`src/logic/rsl_defs.svh`:
```
// Constants for the ring segment link walker
// Assumes 64-bit descriptor addresses and 16-byte ring descriptors
`ifndef RSL_DEFS_SVH
`define RSL_DEFS_SVH
`define RSL_DESC_BYTES      16
`define RSL_ADDR_W          64
`define RSL_TYPE_W          6
`define RSL_TYPE_LINK       6'h06
`define RSL_TYPE_NOOP_CMD   6'h17
`define RSL_TYPE_NEG_BW     6'h15
`define RSL_TYPE_SET_LTV    6'h16
`define RSL_CC_SUCCESS      8'h01
`define RSL_CC_TRB_ERROR    8'h05
`define RSL_PRIMARY_INTR    10'h000
`define RSL_ZERO_SLOT       8'h00
`define RSL_ZERO_VF         8'h00
`define RSL_ZERO_LEN        24'h000000
`endif

```
`src/logic/rsl_pkg.sv`:
```
// Types for the ring segment link walker
// Assumes rsl_defs.svh sits on the include path
package rsl_pkg;
    // One descriptor as fetched from memory, decoded fields only
    typedef struct packed {
        logic [63:0] ptr;
        logic [5:0]  dtype;
        logic        cycle;
        logic        chain;
        logic        notify;
        logic        toggle;
        logic [9:0]  intr;
        logic [23:0] len;
    } rsl_desc_s;
    // Completion event handed to the event poster
    typedef struct packed {
        logic        is_cmd;
        logic [63:0] ptr;
        logic [7:0]  slot;
        logic [4:0]  ep;
        logic [7:0]  vf;
        logic [23:0] len;
        logic [7:0]  code;
        logic [9:0]  intr;
    } rsl_event_s;
    typedef enum logic [1:0] {
        RSL_KIND_XFER,
        RSL_KIND_LINK,
        RSL_KIND_CMD,
        RSL_KIND_SKIP
    } rsl_kind_e;
endpackage

```
`src/logic/rsl_link_decode.sv`:
```
// Classifies a fetched descriptor for the ring walker
// Assumes the capability bits are static straps
`timescale 1ns/1ps
`include "rsl_defs.svh"
module rsl_link_decode
    import rsl_pkg::*;
(
    input  wire rsl_desc_s desc_in,
    input  wire logic      is_cmd_ring_in,
    input  wire logic      bw_capable_in,
    input  wire logic      lt_capable_in,
    output rsl_kind_e      kind_out,
    output logic           unsupported_out
);
    // ****************************************
    // Decode
    // ****************************************
    always_comb begin
        unsupported_out = 1'b0;
        if (desc_in.dtype == `RSL_TYPE_LINK) begin
            kind_out = RSL_KIND_LINK;
        end else if (is_cmd_ring_in) begin
            kind_out = RSL_KIND_CMD;
            if (desc_in.dtype == `RSL_TYPE_NEG_BW && !bw_capable_in) begin
                unsupported_out = 1'b1;
            end
            if (desc_in.dtype == `RSL_TYPE_SET_LTV && !lt_capable_in) begin
                unsupported_out = 1'b1;
            end
        end else begin
            kind_out = RSL_KIND_XFER;
        end
    end
endmodule

```
`src/logic/rsl_ring_walker.sv`:
```
// Ring segment link walker: dequeue side of one transfer or command ring
// Assumes a memory reader that answers one descriptor per request
// Operation
// - Link entry segment pointer becomes next fetch address.
// - Link pointers need not be page aligned; any aligned target accepted.
// - Transfer-ring link leads to first descriptor of next segment.
// - Chained group before a link continues into next segment.
// - Command ring ignores link chain flag.
// - Transfer link with notify posts transfer event, length zero, success.
// - Command link with notify posts completion, slot zero, vf zero, success.
// - Command completions go to interrupter zero; link target ignored.
// - Controller may fetch owned descriptors in bursts, any order.
// - Negotiate-bandwidth command only when bandwidth capability set.
// - Latency-tolerance command only when latency capability set.
`timescale 1ns/1ps
`include "rsl_defs.svh"
module rsl_ring_walker
    import rsl_pkg::*;
(
    input  wire logic        clk_sys_in,
    input  wire logic        rst_in,
    input  wire logic        clk_en_in,
    input  wire logic        is_cmd_ring_in,
    input  wire logic        bw_capable_in,
    input  wire logic        lt_capable_in,
    input  wire logic [7:0]  slot_id_in,
    input  wire logic [4:0]  ep_id_in,
    input  wire logic        start_in,
    input  wire logic [63:0] start_ptr_in,
    input  wire logic        start_cycle_in,
    output logic             fetch_req_out,
    output logic [63:0]      fetch_addr_out,
    input  wire logic        fetch_ack_in,
    input  wire rsl_desc_s   fetch_desc_in,
    output logic             exec_valid_out,
    output rsl_desc_s        exec_desc_out,
    output logic             exec_continue_out,
    output logic             exec_unsupported_out,
    input  wire logic        exec_ready_in,
    output logic             evt_valid_out,
    output rsl_event_s       evt_out,
    input  wire logic        evt_ready_in,
    output logic [63:0]      dequeue_ptr_out,
    output logic             consumer_cycle_out,
    output logic             idle_out
);
    typedef enum logic [2:0] {
        RSL_IDLE,
        RSL_FETCH,
        RSL_DECIDE,
        RSL_EXEC,
        RSL_EVENT
    } rsl_state_e;

    rsl_state_e  state_ff;
    rsl_state_e  nxt_state;
    logic [63:0] deq_ff;
    logic        ccs_ff;
    logic        chain_ff;
    rsl_desc_s   desc_ff;
    rsl_event_s  evt_ff;
    rsl_kind_e   kind;
    logic        unsupported;

    // ****************************************
    // Helpers
    // ****************************************
    function automatic logic [63:0] next_slot(input logic [63:0] a);
        next_slot = a + 64'(`RSL_DESC_BYTES);
    endfunction

    function automatic logic [63:0] desc_align(input logic [63:0] a);
        desc_align = {a[63:4], 4'h0};
    endfunction

    rsl_link_decode u_decode (
        .desc_in         (desc_ff),
        .is_cmd_ring_in  (is_cmd_ring_in),
        .bw_capable_in   (bw_capable_in),
        .lt_capable_in   (lt_capable_in),
        .kind_out        (kind),
        .unsupported_out (unsupported)
    );

    // ****************************************
    // Sequencer
    // ****************************************
    always_comb begin
        nxt_state = state_ff;
        unique case (state_ff)
            RSL_IDLE: begin
                if (start_in) begin
                    nxt_state = RSL_FETCH;
                end
            end
            RSL_FETCH: begin
                if (fetch_ack_in) begin
                    nxt_state = RSL_DECIDE;
                end
            end
            RSL_DECIDE: begin
                if (desc_ff.cycle != ccs_ff) begin
                    nxt_state = RSL_IDLE;
                end else if (kind == RSL_KIND_LINK) begin
                    nxt_state = desc_ff.notify ? RSL_EVENT : RSL_FETCH;
                end else begin
                    nxt_state = RSL_EXEC;
                end
            end
            RSL_EXEC: begin
                if (exec_ready_in) begin
                    nxt_state = RSL_FETCH;
                end
            end
            RSL_EVENT: begin
                if (evt_ready_in) begin
                    nxt_state = RSL_FETCH;
                end
            end
        endcase
    end

    always_ff @(posedge clk_sys_in) begin
        if (rst_in) begin
            state_ff <= RSL_IDLE;
        end else if (clk_en_in) begin
            state_ff <= nxt_state;
        end
    end

    // ****************************************
    // Fetch capture
    // ****************************************
    always_ff @(posedge clk_sys_in) begin
        if (rst_in) begin
            desc_ff <= '0;
        end else if (clk_en_in && state_ff == RSL_FETCH && fetch_ack_in) begin
            desc_ff <= fetch_desc_in;
        end
    end

    // ****************************************
    // Dequeue pointer and cycle state
    // ****************************************
    always_ff @(posedge clk_sys_in) begin
        if (rst_in) begin
            deq_ff <= 64'h0;
            ccs_ff <= 1'b0;
        end else if (clk_en_in) begin
            if (state_ff == RSL_IDLE && start_in) begin
                deq_ff <= desc_align(start_ptr_in);
                ccs_ff <= start_cycle_in;
            end else if (state_ff == RSL_DECIDE && desc_ff.cycle == ccs_ff && kind == RSL_KIND_LINK) begin
                // Any aligned target, page start not required
                deq_ff <= desc_align(desc_ff.ptr);
                if (desc_ff.toggle) begin
                    ccs_ff <= ~ccs_ff;
                end
            end else if (state_ff == RSL_EXEC && exec_ready_in) begin
                deq_ff <= next_slot(deq_ff);
            end
        end
    end

    // ****************************************
    // Chain tracking across segments
    // ****************************************
    always_ff @(posedge clk_sys_in) begin
        if (rst_in) begin
            chain_ff <= 1'b0;
        end else if (clk_en_in) begin
            if (state_ff == RSL_IDLE && start_in) begin
                chain_ff <= 1'b0;
            end else if (state_ff == RSL_EXEC && exec_ready_in) begin
                // Link entries leave the flag alone so a group spans segments
                chain_ff <= is_cmd_ring_in ? 1'b0 : exec_desc_out.chain;
            end
        end
    end

    // ****************************************
    // Event build
    // ****************************************
    always_ff @(posedge clk_sys_in) begin
        if (rst_in) begin
            evt_ff <= '0;
        end else if (clk_en_in && state_ff == RSL_DECIDE && kind == RSL_KIND_LINK) begin
            evt_ff.is_cmd <= is_cmd_ring_in;
            evt_ff.ptr    <= deq_ff;
            evt_ff.code   <= `RSL_CC_SUCCESS;
            evt_ff.len    <= `RSL_ZERO_LEN;
            if (is_cmd_ring_in) begin
                evt_ff.slot <= `RSL_ZERO_SLOT;
                evt_ff.ep   <= 5'h00;
                evt_ff.vf   <= `RSL_ZERO_VF;
                evt_ff.intr <= `RSL_PRIMARY_INTR;
            end else begin
                evt_ff.slot <= slot_id_in;
                evt_ff.ep   <= ep_id_in;
                evt_ff.vf   <= `RSL_ZERO_VF;
                evt_ff.intr <= desc_ff.intr;
            end
        end
    end

    // ****************************************
    // Outputs
    // ****************************************
    // One descriptor per request; bursts left to the memory reader
    assign fetch_req_out        = (state_ff == RSL_FETCH);
    assign fetch_addr_out       = deq_ff;
    assign exec_valid_out       = (state_ff == RSL_EXEC);
    assign exec_desc_out        = desc_ff;
    assign exec_continue_out    = chain_ff;
    assign exec_unsupported_out = unsupported;
    assign evt_valid_out        = (state_ff == RSL_EVENT);
    assign evt_out              = evt_ff;
    assign dequeue_ptr_out      = deq_ff;
    assign consumer_cycle_out   = ccs_ff;
    assign idle_out             = (state_ff == RSL_IDLE);

    // ****************************************
    // Checks
    // ****************************************
    property p_link_follow;
        @(posedge clk_sys_in) disable iff (rst_in)
        (clk_en_in && state_ff == RSL_DECIDE && kind == RSL_KIND_LINK && desc_ff.cycle == ccs_ff)
        |=> (deq_ff == desc_align($past(desc_ff.ptr)));
    endproperty
    a_link_follow: assert property (p_link_follow) else $error("link pointer not followed");

    property p_toggle;
        @(posedge clk_sys_in) disable iff (rst_in)
        (clk_en_in && state_ff == RSL_DECIDE && kind == RSL_KIND_LINK && desc_ff.cycle == ccs_ff)
        |=> (ccs_ff == ($past(ccs_ff) ^ $past(desc_ff.toggle)));
    endproperty
    a_toggle: assert property (p_toggle) else $error("cycle state toggle wrong");

    property p_stale_stop;
        @(posedge clk_sys_in) disable iff (rst_in)
        (clk_en_in && state_ff == RSL_DECIDE && desc_ff.cycle != ccs_ff) |=> idle_out;
    endproperty
    a_stale_stop: assert property (p_stale_stop) else $error("stale descriptor consumed");

    property p_xfer_evt;
        @(posedge clk_sys_in) disable iff (rst_in)
        (evt_valid_out && !evt_out.is_cmd) |-> (evt_out.len == 24'h0 && evt_out.code == 8'h01
            && evt_out.slot == slot_id_in && evt_out.ep == ep_id_in);
    endproperty
    a_xfer_evt: assert property (p_xfer_evt) else $error("transfer link event fields wrong");

    property p_cmd_evt;
        @(posedge clk_sys_in) disable iff (rst_in)
        (evt_valid_out && evt_out.is_cmd) |-> (evt_out.slot == 8'h0 && evt_out.vf == 8'h0 && evt_out.code == 8'h01);
    endproperty
    a_cmd_evt: assert property (p_cmd_evt) else $error("command link event fields wrong");

    property p_cmd_intr;
        @(posedge clk_sys_in) disable iff (rst_in)
        (evt_valid_out && evt_out.is_cmd) |-> (evt_out.intr == 10'h0);
    endproperty
    a_cmd_intr: assert property (p_cmd_intr) else $error("command event not on interrupter zero");

    property p_chain_cmd;
        @(posedge clk_sys_in) disable iff (rst_in)
        is_cmd_ring_in && exec_valid_out |-> !exec_continue_out;
    endproperty
    a_chain_cmd: assert property (p_chain_cmd) else $error("chain honoured on command ring");

    property p_chain_span;
        @(posedge clk_sys_in) disable iff (rst_in)
        (clk_en_in && state_ff == RSL_DECIDE && kind == RSL_KIND_LINK) |=> $stable(chain_ff);
    endproperty
    a_chain_span: assert property (p_chain_span) else $error("chain lost across link");

    property p_bw_gate;
        @(posedge clk_sys_in) disable iff (rst_in)
        (exec_valid_out && is_cmd_ring_in && desc_ff.dtype == 6'h15) |-> (exec_unsupported_out == !bw_capable_in);
    endproperty
    a_bw_gate: assert property (p_bw_gate) else $error("bandwidth command gating wrong");

    property p_lt_gate;
        @(posedge clk_sys_in) disable iff (rst_in)
        (exec_valid_out && is_cmd_ring_in && desc_ff.dtype == 6'h16) |-> (exec_unsupported_out == !lt_capable_in);
    endproperty
    a_lt_gate: assert property (p_lt_gate) else $error("latency command gating wrong");

    property p_chain_carry;
        @(posedge clk_sys_in) disable iff (rst_in)
        (clk_en_in && exec_valid_out && exec_ready_in && !is_cmd_ring_in)
        |=> (exec_continue_out == $past(exec_desc_out.chain));
    endproperty
    a_chain_carry: assert property (p_chain_carry) else $error("chain flag not carried");

    property p_plain_link;
        @(posedge clk_sys_in) disable iff (rst_in)
        (clk_en_in && state_ff == RSL_DECIDE && kind == RSL_KIND_LINK && desc_ff.cycle == ccs_ff && !desc_ff.notify)
        |=> fetch_req_out;
    endproperty
    a_plain_link: assert property (p_plain_link) else $error("plain link did not refetch");
endmodule

```
`config.mk`:
```
export PLATFORM = sky130hd
export DESIGN_NAME = rsl_ring_walker
export DESIGN_NICKNAME = d
export VERILOG_FILES = /design/src/logic/rsl_pkg.sv /design/src/logic/rsl_link_decode.sv /design/src/logic/rsl_ring_walker.sv
export VERILOG_INCLUDE_DIRS = /design/src /design/src/logic
export SDC_FILE = /design/constraint.sdc
export NUM_CORES = 1
export LEC_CHECK = 0
export BUFFER_PORTS_ARGS = -buffer_cell sky130_fd_sc_hd__buf_2
export CORE_AREA = 4 4 216 218
export DETAILED_ROUTE_END_ITERATION = 10
export DIE_AREA = 0 0 220 222
export PLACE_DENSITY = 0.6
export SLEW_MARGIN = 40
export SYNTH_ARGS = -nofsm -noshare
export SYNTH_HDL_FRONTEND = slang
export SYNTH_SLANG_ARGS = --single-unit
```
`constraint.sdc`:
```
create_clock -name clk_sys_in -period 8 [get_ports clk_sys_in]
set_clock_uncertainty 0.1 [all_clocks]
set_input_delay 0.4 -clock clk_sys_in [delete_from_list [all_inputs] [get_ports clk_sys_in]]
set_output_delay 0.4 -clock clk_sys_in [all_outputs]
set_load 0.01 [all_outputs]
```
======== Word level (Yosys, flattened, before mapping) ========
Cells that the tools add are included.
storage, ports and cells
  input port bits ......................... 196
  output and inout bits ................... 371
  register bits after elaboration ......... 274
operators by class
  equality and inequality tests ........... 14
  $add $sub $neg .......................... 1
  mux-type cells .......................... 25
  reduce and logical (&&, ||, !) cells .... 21
  bitwise logic cells ..................... 1
operator list
  kind                                                                   number
  64-bit two-way mux                                                     3
  64-bit by 5-bit adder with 64-bit output, second input constant        1
  21-bit two-way mux                                                     1
  3-bit two-way mux                                                      7
  3-bit case mux with 5 select lines                                     1
  6-bit by 5-bit equality test with 1-bit output, second input constant  2
  1-bit logical AND                                                      10
  1-bit two-way mux                                                      10
  10-bit two-way mux                                                     1
  3-bit by 2-bit equality test with 1-bit output, second input constant  2
  6-bit by 3-bit equality test with 1-bit output, second input constant  1
  2-bit by 1-bit != test with 1-bit output, second input constant        3
  2-bit nonzero test                                                     3
  5-bit AND reduction                                                    1
  2-bit two-way mux                                                      2
  2-bit AND reduction                                                    2
  3-bit by 1-bit equality test with 1-bit output, second input constant  1
  3-bit equality test, second input constant                             1
  3-bit logical NOT                                                      1
  3-bit AND reduction                                                    1
  3-bit nonzero test                                                     1
  2-bit by 1-bit equality test with 1-bit output, second input constant  1
  1-bit logical NOT                                                      2
  2-bit != test, second input constant                                   1
  3 further kinds                                                        3

======== Depth between registers and ports, before layout ========
  word-level depth ........................ 6
  gate-level depth with buffers ........... 10
  gate-level depth less buffers ........... 7

======== Cells and area by module ========
From an unflattened synthesis, not the netlist that was laid out.
second synthesis, totals
  cell total of the unflattened synthesis .. 1634
  area total of the unflattened synthesis .. 12326.8 sq um
by module, submodules not included
  module           sequential area each (sq um)  area an instance (sq um)  cells an instance  times used
  rsl_ring_walker  5165.0                        12263.0                   1626               1
  rsl_link_decode  0.0                           63.8                      8                  1

======== Worst setup path after synthesis ========
OpenSTA, ideal clock, no wires.
  kind .................................... flip-flop to flip-flop
  from .................................... reg deq_ff[4], in the netlist dequeue_ptr_out[4]
  to ...................................... reg deq_ff[44], in the netlist dequeue_ptr_out[44]
  stages on the path, launching flop included .. 9
  path buffers ............................ 1
  arrival time ............................ 2436 ps
  data required time ...................... 7808 ps
  slack ................................... 5372 ps
  path through ............................ dfxtp_1 ha_1 nand3_1 nor4_1 nand4_1 or2_1 clkbuf_1 o211a_1 nor4_1
on the way
  word-level cells in the longest chain between the ends .. 4
ends and longest elaborated chain
  item                                      RTL line                RTL
  start, declared                           rsl_ring_walker.sv:57   logic [63:0] deq_ff;
  start signal, assigned                    rsl_ring_walker.sv:151  deq_ff <= desc_align(start_ptr_in);
  start signal, assigned                    rsl_ring_walker.sv:155  deq_ff <= desc_align(desc_ff.ptr);
  start signal, assigned                    rsl_ring_walker.sv:160  deq_ff <= next_slot(deq_ff);
  64-bit by 5-bit adder with 64-bit output  rsl_ring_walker.sv:69   next_slot = a + 64'(`RSL_DESC_BYTES);
  64-bit two-way mux                        rsl_ring_walker.sv:159  end else if (state_ff == RSL_EXEC && exec_ready_in) begin
  64-bit two-way mux                        rsl_ring_walker.sv:153  end else if (state_ff == RSL_DECIDE && desc_ff.cycle == ccs_ff && kind == RSL_KIND_LINK) begin
  64-bit two-way mux                        rsl_ring_walker.sv:150  if (state_ff == RSL_IDLE && start_in) begin
No other way between the ends. The select of a mux whose other input is x is not followed.
A chain may end at the register's enable or synchronous reset.

======== Final worst setup path ========
  from .................................... reg state_ff[1]
  to ...................................... reg deq_ff[48], in the netlist dequeue_ptr_out[48]
on the way
  word-level cells in the longest chain between the ends .. 5
  elaborated cells between the ends (all ways) .. 11
ends and longest elaborated chain
  item                                                                               RTL line                RTL
  start, declared                                                                    rsl_ring_walker.sv:55   rsl_state_e state_ff;
  start signal, assigned                                                             rsl_ring_walker.sv:127  state_ff <= nxt_state;
  3-bit by 2-bit equality test with 1-bit output                                     rsl_ring_walker.sv:153
  1-bit logical AND (2 in a row)                                                     rsl_ring_walker.sv:153
  3-bit nonzero test (no source line) / 64-bit two-way mux (equally long branches)   -
  2-bit AND reduction (no source line) / 64-bit two-way mux (equally long branches)  -
Parallel ways exist; a longest one is shown, timed or not.

==> results_dict.tcl <==
set metrics [dict create \
    outcome "finished clean" \
    regArea_um2 5160 \
    cts_hold_buf 123 \
    ctsResizeCount 0 \
    nFillCells 4616 \
    critPathMaxFanout 66 \
    clock.fmax_mhz 265 \
    syn_area_um2 12500 \
    synth_top_area_share 0.413 \
    period_minus_slack_ns 3.77 \
    hold_viol 0 \
    nets 2362 \
    min_period_over_period 0.472 \
    clk_path_buf_depth 3 \
    ant_nets 0 \
    antenna_found_initial 11 \
    pwr-share-comb 0.138 \
    wl_mm 54.3 \
    powerDensity_nw_per_um2 191 \
    overflow 0 \
    cpLargestDelayFamily "simple AND/OR/NAND/NOR gates" \
    grt_max_degree 96 \
    first_global_vias 13300 \
    clk_pin_slew_ns 0.06 \
    cts_root_buf "clkbuf_16" \
    crit_chain "nor3b_1, and4_2, buf_4, a21o_2, buf_4, o221ai_1, a21oi_1, o311a_1" \
    num_vias 14000 \
    synth_cells 1671 \
    hold_path.class "in -> reg" \
    maxCapViolCount 0 \
    track_usage 0.209 \
    ys_warn_count 0 \
    cellLeakagePower_nw 7.17 \
    slowest_stage "nor3b_1" \
    pwr-share-seq 0.425 \
    cpMostUsedCell "buf_4" \
    clock_latency_ns 0.57 \
    num_rows 78 \
    multi_input_area_um2 6210 \
    cts_made_buffers 31 \
    drt-initial-drc-count 997 \
    maxSlewViolCount 0 \
    max_slew_margin 0.369 \
    worstHoldStart "fetch_desc_in[83]" \
    rrSetupSlack_ns 4.23 \
    tns_ns 0 \
    postCtsSetupRepairBufs 0 \
    reg2reg_depth 8 \
    p_int_mw 2.35 \
    holdPathStages 3 \
    crit_path_start "state_ff[1]$_SDFFE_PP0P_" \
    cts_tree "yes" \
    port_buffers 511 \
    io_pins 567 \
    netSwitchingPower_mw 0.942 \
    clkPwrFrac 0.438 \
    initial_utilization 0.278 \
    cp_num_buf_inv 2 \
    tightest_slew_ns 0.938 \
    htree_levels 1 \
    ys_top_cells_by_area "dfxtp_1 (41%), nand2_1 (13%), a21oi_1 (9.7%), buf_4 (6.8%), clkbuf_1 (3.2%)" \
    cts_sinks 258 \
    fp.dieH_um 222 \
    final_common_cell "buf_2" \
    path_class "reg -> reg" \
    drc 0 \
    synth-edff-count 0 \
    whs_endpoint "exec_desc_out[83]$_SDFFE_PP0P_" \
    core_area_um2 44900 \
    place.gp.congestion 0.890 \
    wl_per_cell_um 19.4 \
    ir_drop_v 0.000147 \
    cp.required_ns 8.42 \
    grt_pass1_wl_mm 81.0 \
    pre_cts_ws_ns 4.29 \
    synth_area_per_cell_um2 7.48 \
    synthArstFlopShare 0 \
    drt_first_pass_iters 7 \
    final_util 0.383 \
    switching_share 0.286 \
    vias_per_cell 5.00 \
    worst_slack_ns 4.23 \
    yosys.area.top_type "dfxtp_1" \
    cp-start-kind "flop" \
    rsz0062_at_grt "no" \
    drive_gt1_frac 0.279 \
    ys_types 65 \
    ys_seq_area_frac 0.413 \
    endpoint_kind "flop" \
    ys_seq_elements 258 \
    hpwlAfterDp_mm 37.6 \
    die_x_um 220 \
    arrival_ns 4.19 \
    slowest_delay_ns 0.65 \
    setup_violations 0 \
    r2r_end "dequeue_ptr_out[48]$_SDFFE_PP0P_" \
    synthToLayoutAreaGrowth_pct 37.6 \
    reg2reg_from "state_ff[1]$_SDFFE_PP0P_" \
    layout_common_cells "buf_2 (511), nand2_1 (428), dfxtp_1 (258), a21oi_1 (241), dlygate4sd3_1 (123)" \
    ys.flop_type "dfxtp_1" \
    dieArea_um2 48800 \
]
-- layer usage --
| layer | up-vias | routed length, µm | track usage |
|---|---|---|---|
| li1 | 6596 | - | - |
| met1 | 6577 | 22700 | 0.274 |
| met2 | 673 | 25400 | 0.340 |
| met3 | 135 | 4050 | 0.0441 |
| met4 | 10 | 2040 | 0.0733 |
| met5 | - | 50 | 0 |
-- synthesized netlist by cell type (7+ instances only) --
library cell / count
mux2i_1: 11
buf_2: 8
nor3_1: 35
o221ai_1: 11
a221oi_1: 11
and3_1: 11
o21ai_0: 48
nor4_1: 13
clkbuf_1: 105
nand2_1: 429
a21oi_1: 243
nand3b_1: 28
nand3_1: 40
a31oi_1: 7
a22oi_1: 8
a211oi_1: 32
buf_4: 113
nand4_1: 26
inv_1: 11
nor2_1: 89
buf_1: 12
xnor2_1: 21
dfxtp_1: 258
-- stage by stage --
stage / power, mW / std cells / instance area [µm²] / hold slack (ns)
finish: 3.29 / 2796 / 17200 / 0.0338
global route: 3.43 / 2793 / 17200 / 0.0193
CTS: 3.33 / 2789 / 17200 / 0.0137
detailed placement: 1.82 / 2608 / 14900 / 0.341
global placement: 1.82 / 2605 / 14800 / 0.336
floorplan: 1.67 / 1721 / 12700 / 0.376
-- area by class of cell --
| type | count | area share |
|---|---|---|
| sequential | 258 | 0.300 |
| tap | 600 | 0.0436 |
| clock buffer | 42 | 0.0510 |
| timing repair buffer | 651 | 0.231 |
| antenna | 6 | 0.000873 |
| clock inverter | 16 | 0.00953 |
| multi-input combinational | 1212 | 0.361 |
| inverter | 11 | 0.00240 |
-- flip-flops by register name, summed over array words and instances (netlist names) --
| signal | flops |
|---|---|
| consumer_cycle_out | 1 |
| dequeue_ptr_out | 60 |
| evt_out | 85 |
| exec_continue_out | 1 |
| state_ff | 3 |
| exec_desc_out | 108 |
-- worst register-to-register path, delay by kind of cell (launching register included) --
family,cells,cell delay [ns]
AND/OR/NAND/NOR,2,1.05
buffers and inverters,2,1.05
flip-flops,1,0.53
AO/OA/AOI/OAI,4,0.99
-- kinds of logic (layout without fill, tap and decap cells) --
logic type / Yosys count / in the layout / share of synthesized area
AOI/OAI and AO/OA: 404 / 404 / 0.189
other: 1 / 57 / 0.000300
DFF: 258 / 258 / 0.413
xor gates and xnor gates: 26 / 26 / 0.0182
and+or+nand+nor: 718 / 718 / 0.258
buffers and inverters: 251 / 720 / 0.111
adders and majority gates: 1 / 1 / 0.00100
muxes: 12 / 12 / 0.00971
-- worst max-delay path by stage --
stage	to	slack (ns)	depth (start not counted)
floorplan	dequeue_ptr_out[44]$_SDFFE_PP0P_	5.37	8
CTS	dequeue_ptr_out[48]$_SDFFE_PP0P_	4.27	8
detailed placement	dequeue_ptr_out[48]$_SDFFE_PP0P_	4.29	8
global route	dequeue_ptr_out[53]$_SDFFE_PP0P_	3.90	7
finish	dequeue_ptr_out[48]$_SDFFE_PP0P_	4.23	8
global placement	dequeue_ptr_out[46]$_SDFFE_PP0P_	4.34	8
-- power by group through the flow --
stage / clock network (mW) / logic [mW] / registers [mW]
6_report: 1.44 / 0.453 / 1.40
5_1_grt: 1.54 / 0.493 / 1.40
4_1_cts: 1.49 / 0.449 / 1.40
3_5_place_dp: 0 / 0.400 / 1.42
3_3_place_gp: 0 / 0.396 / 1.42
2_1_floorplan: 0 / 0.264 / 1.41
Power figures use the tool's default switching activity.
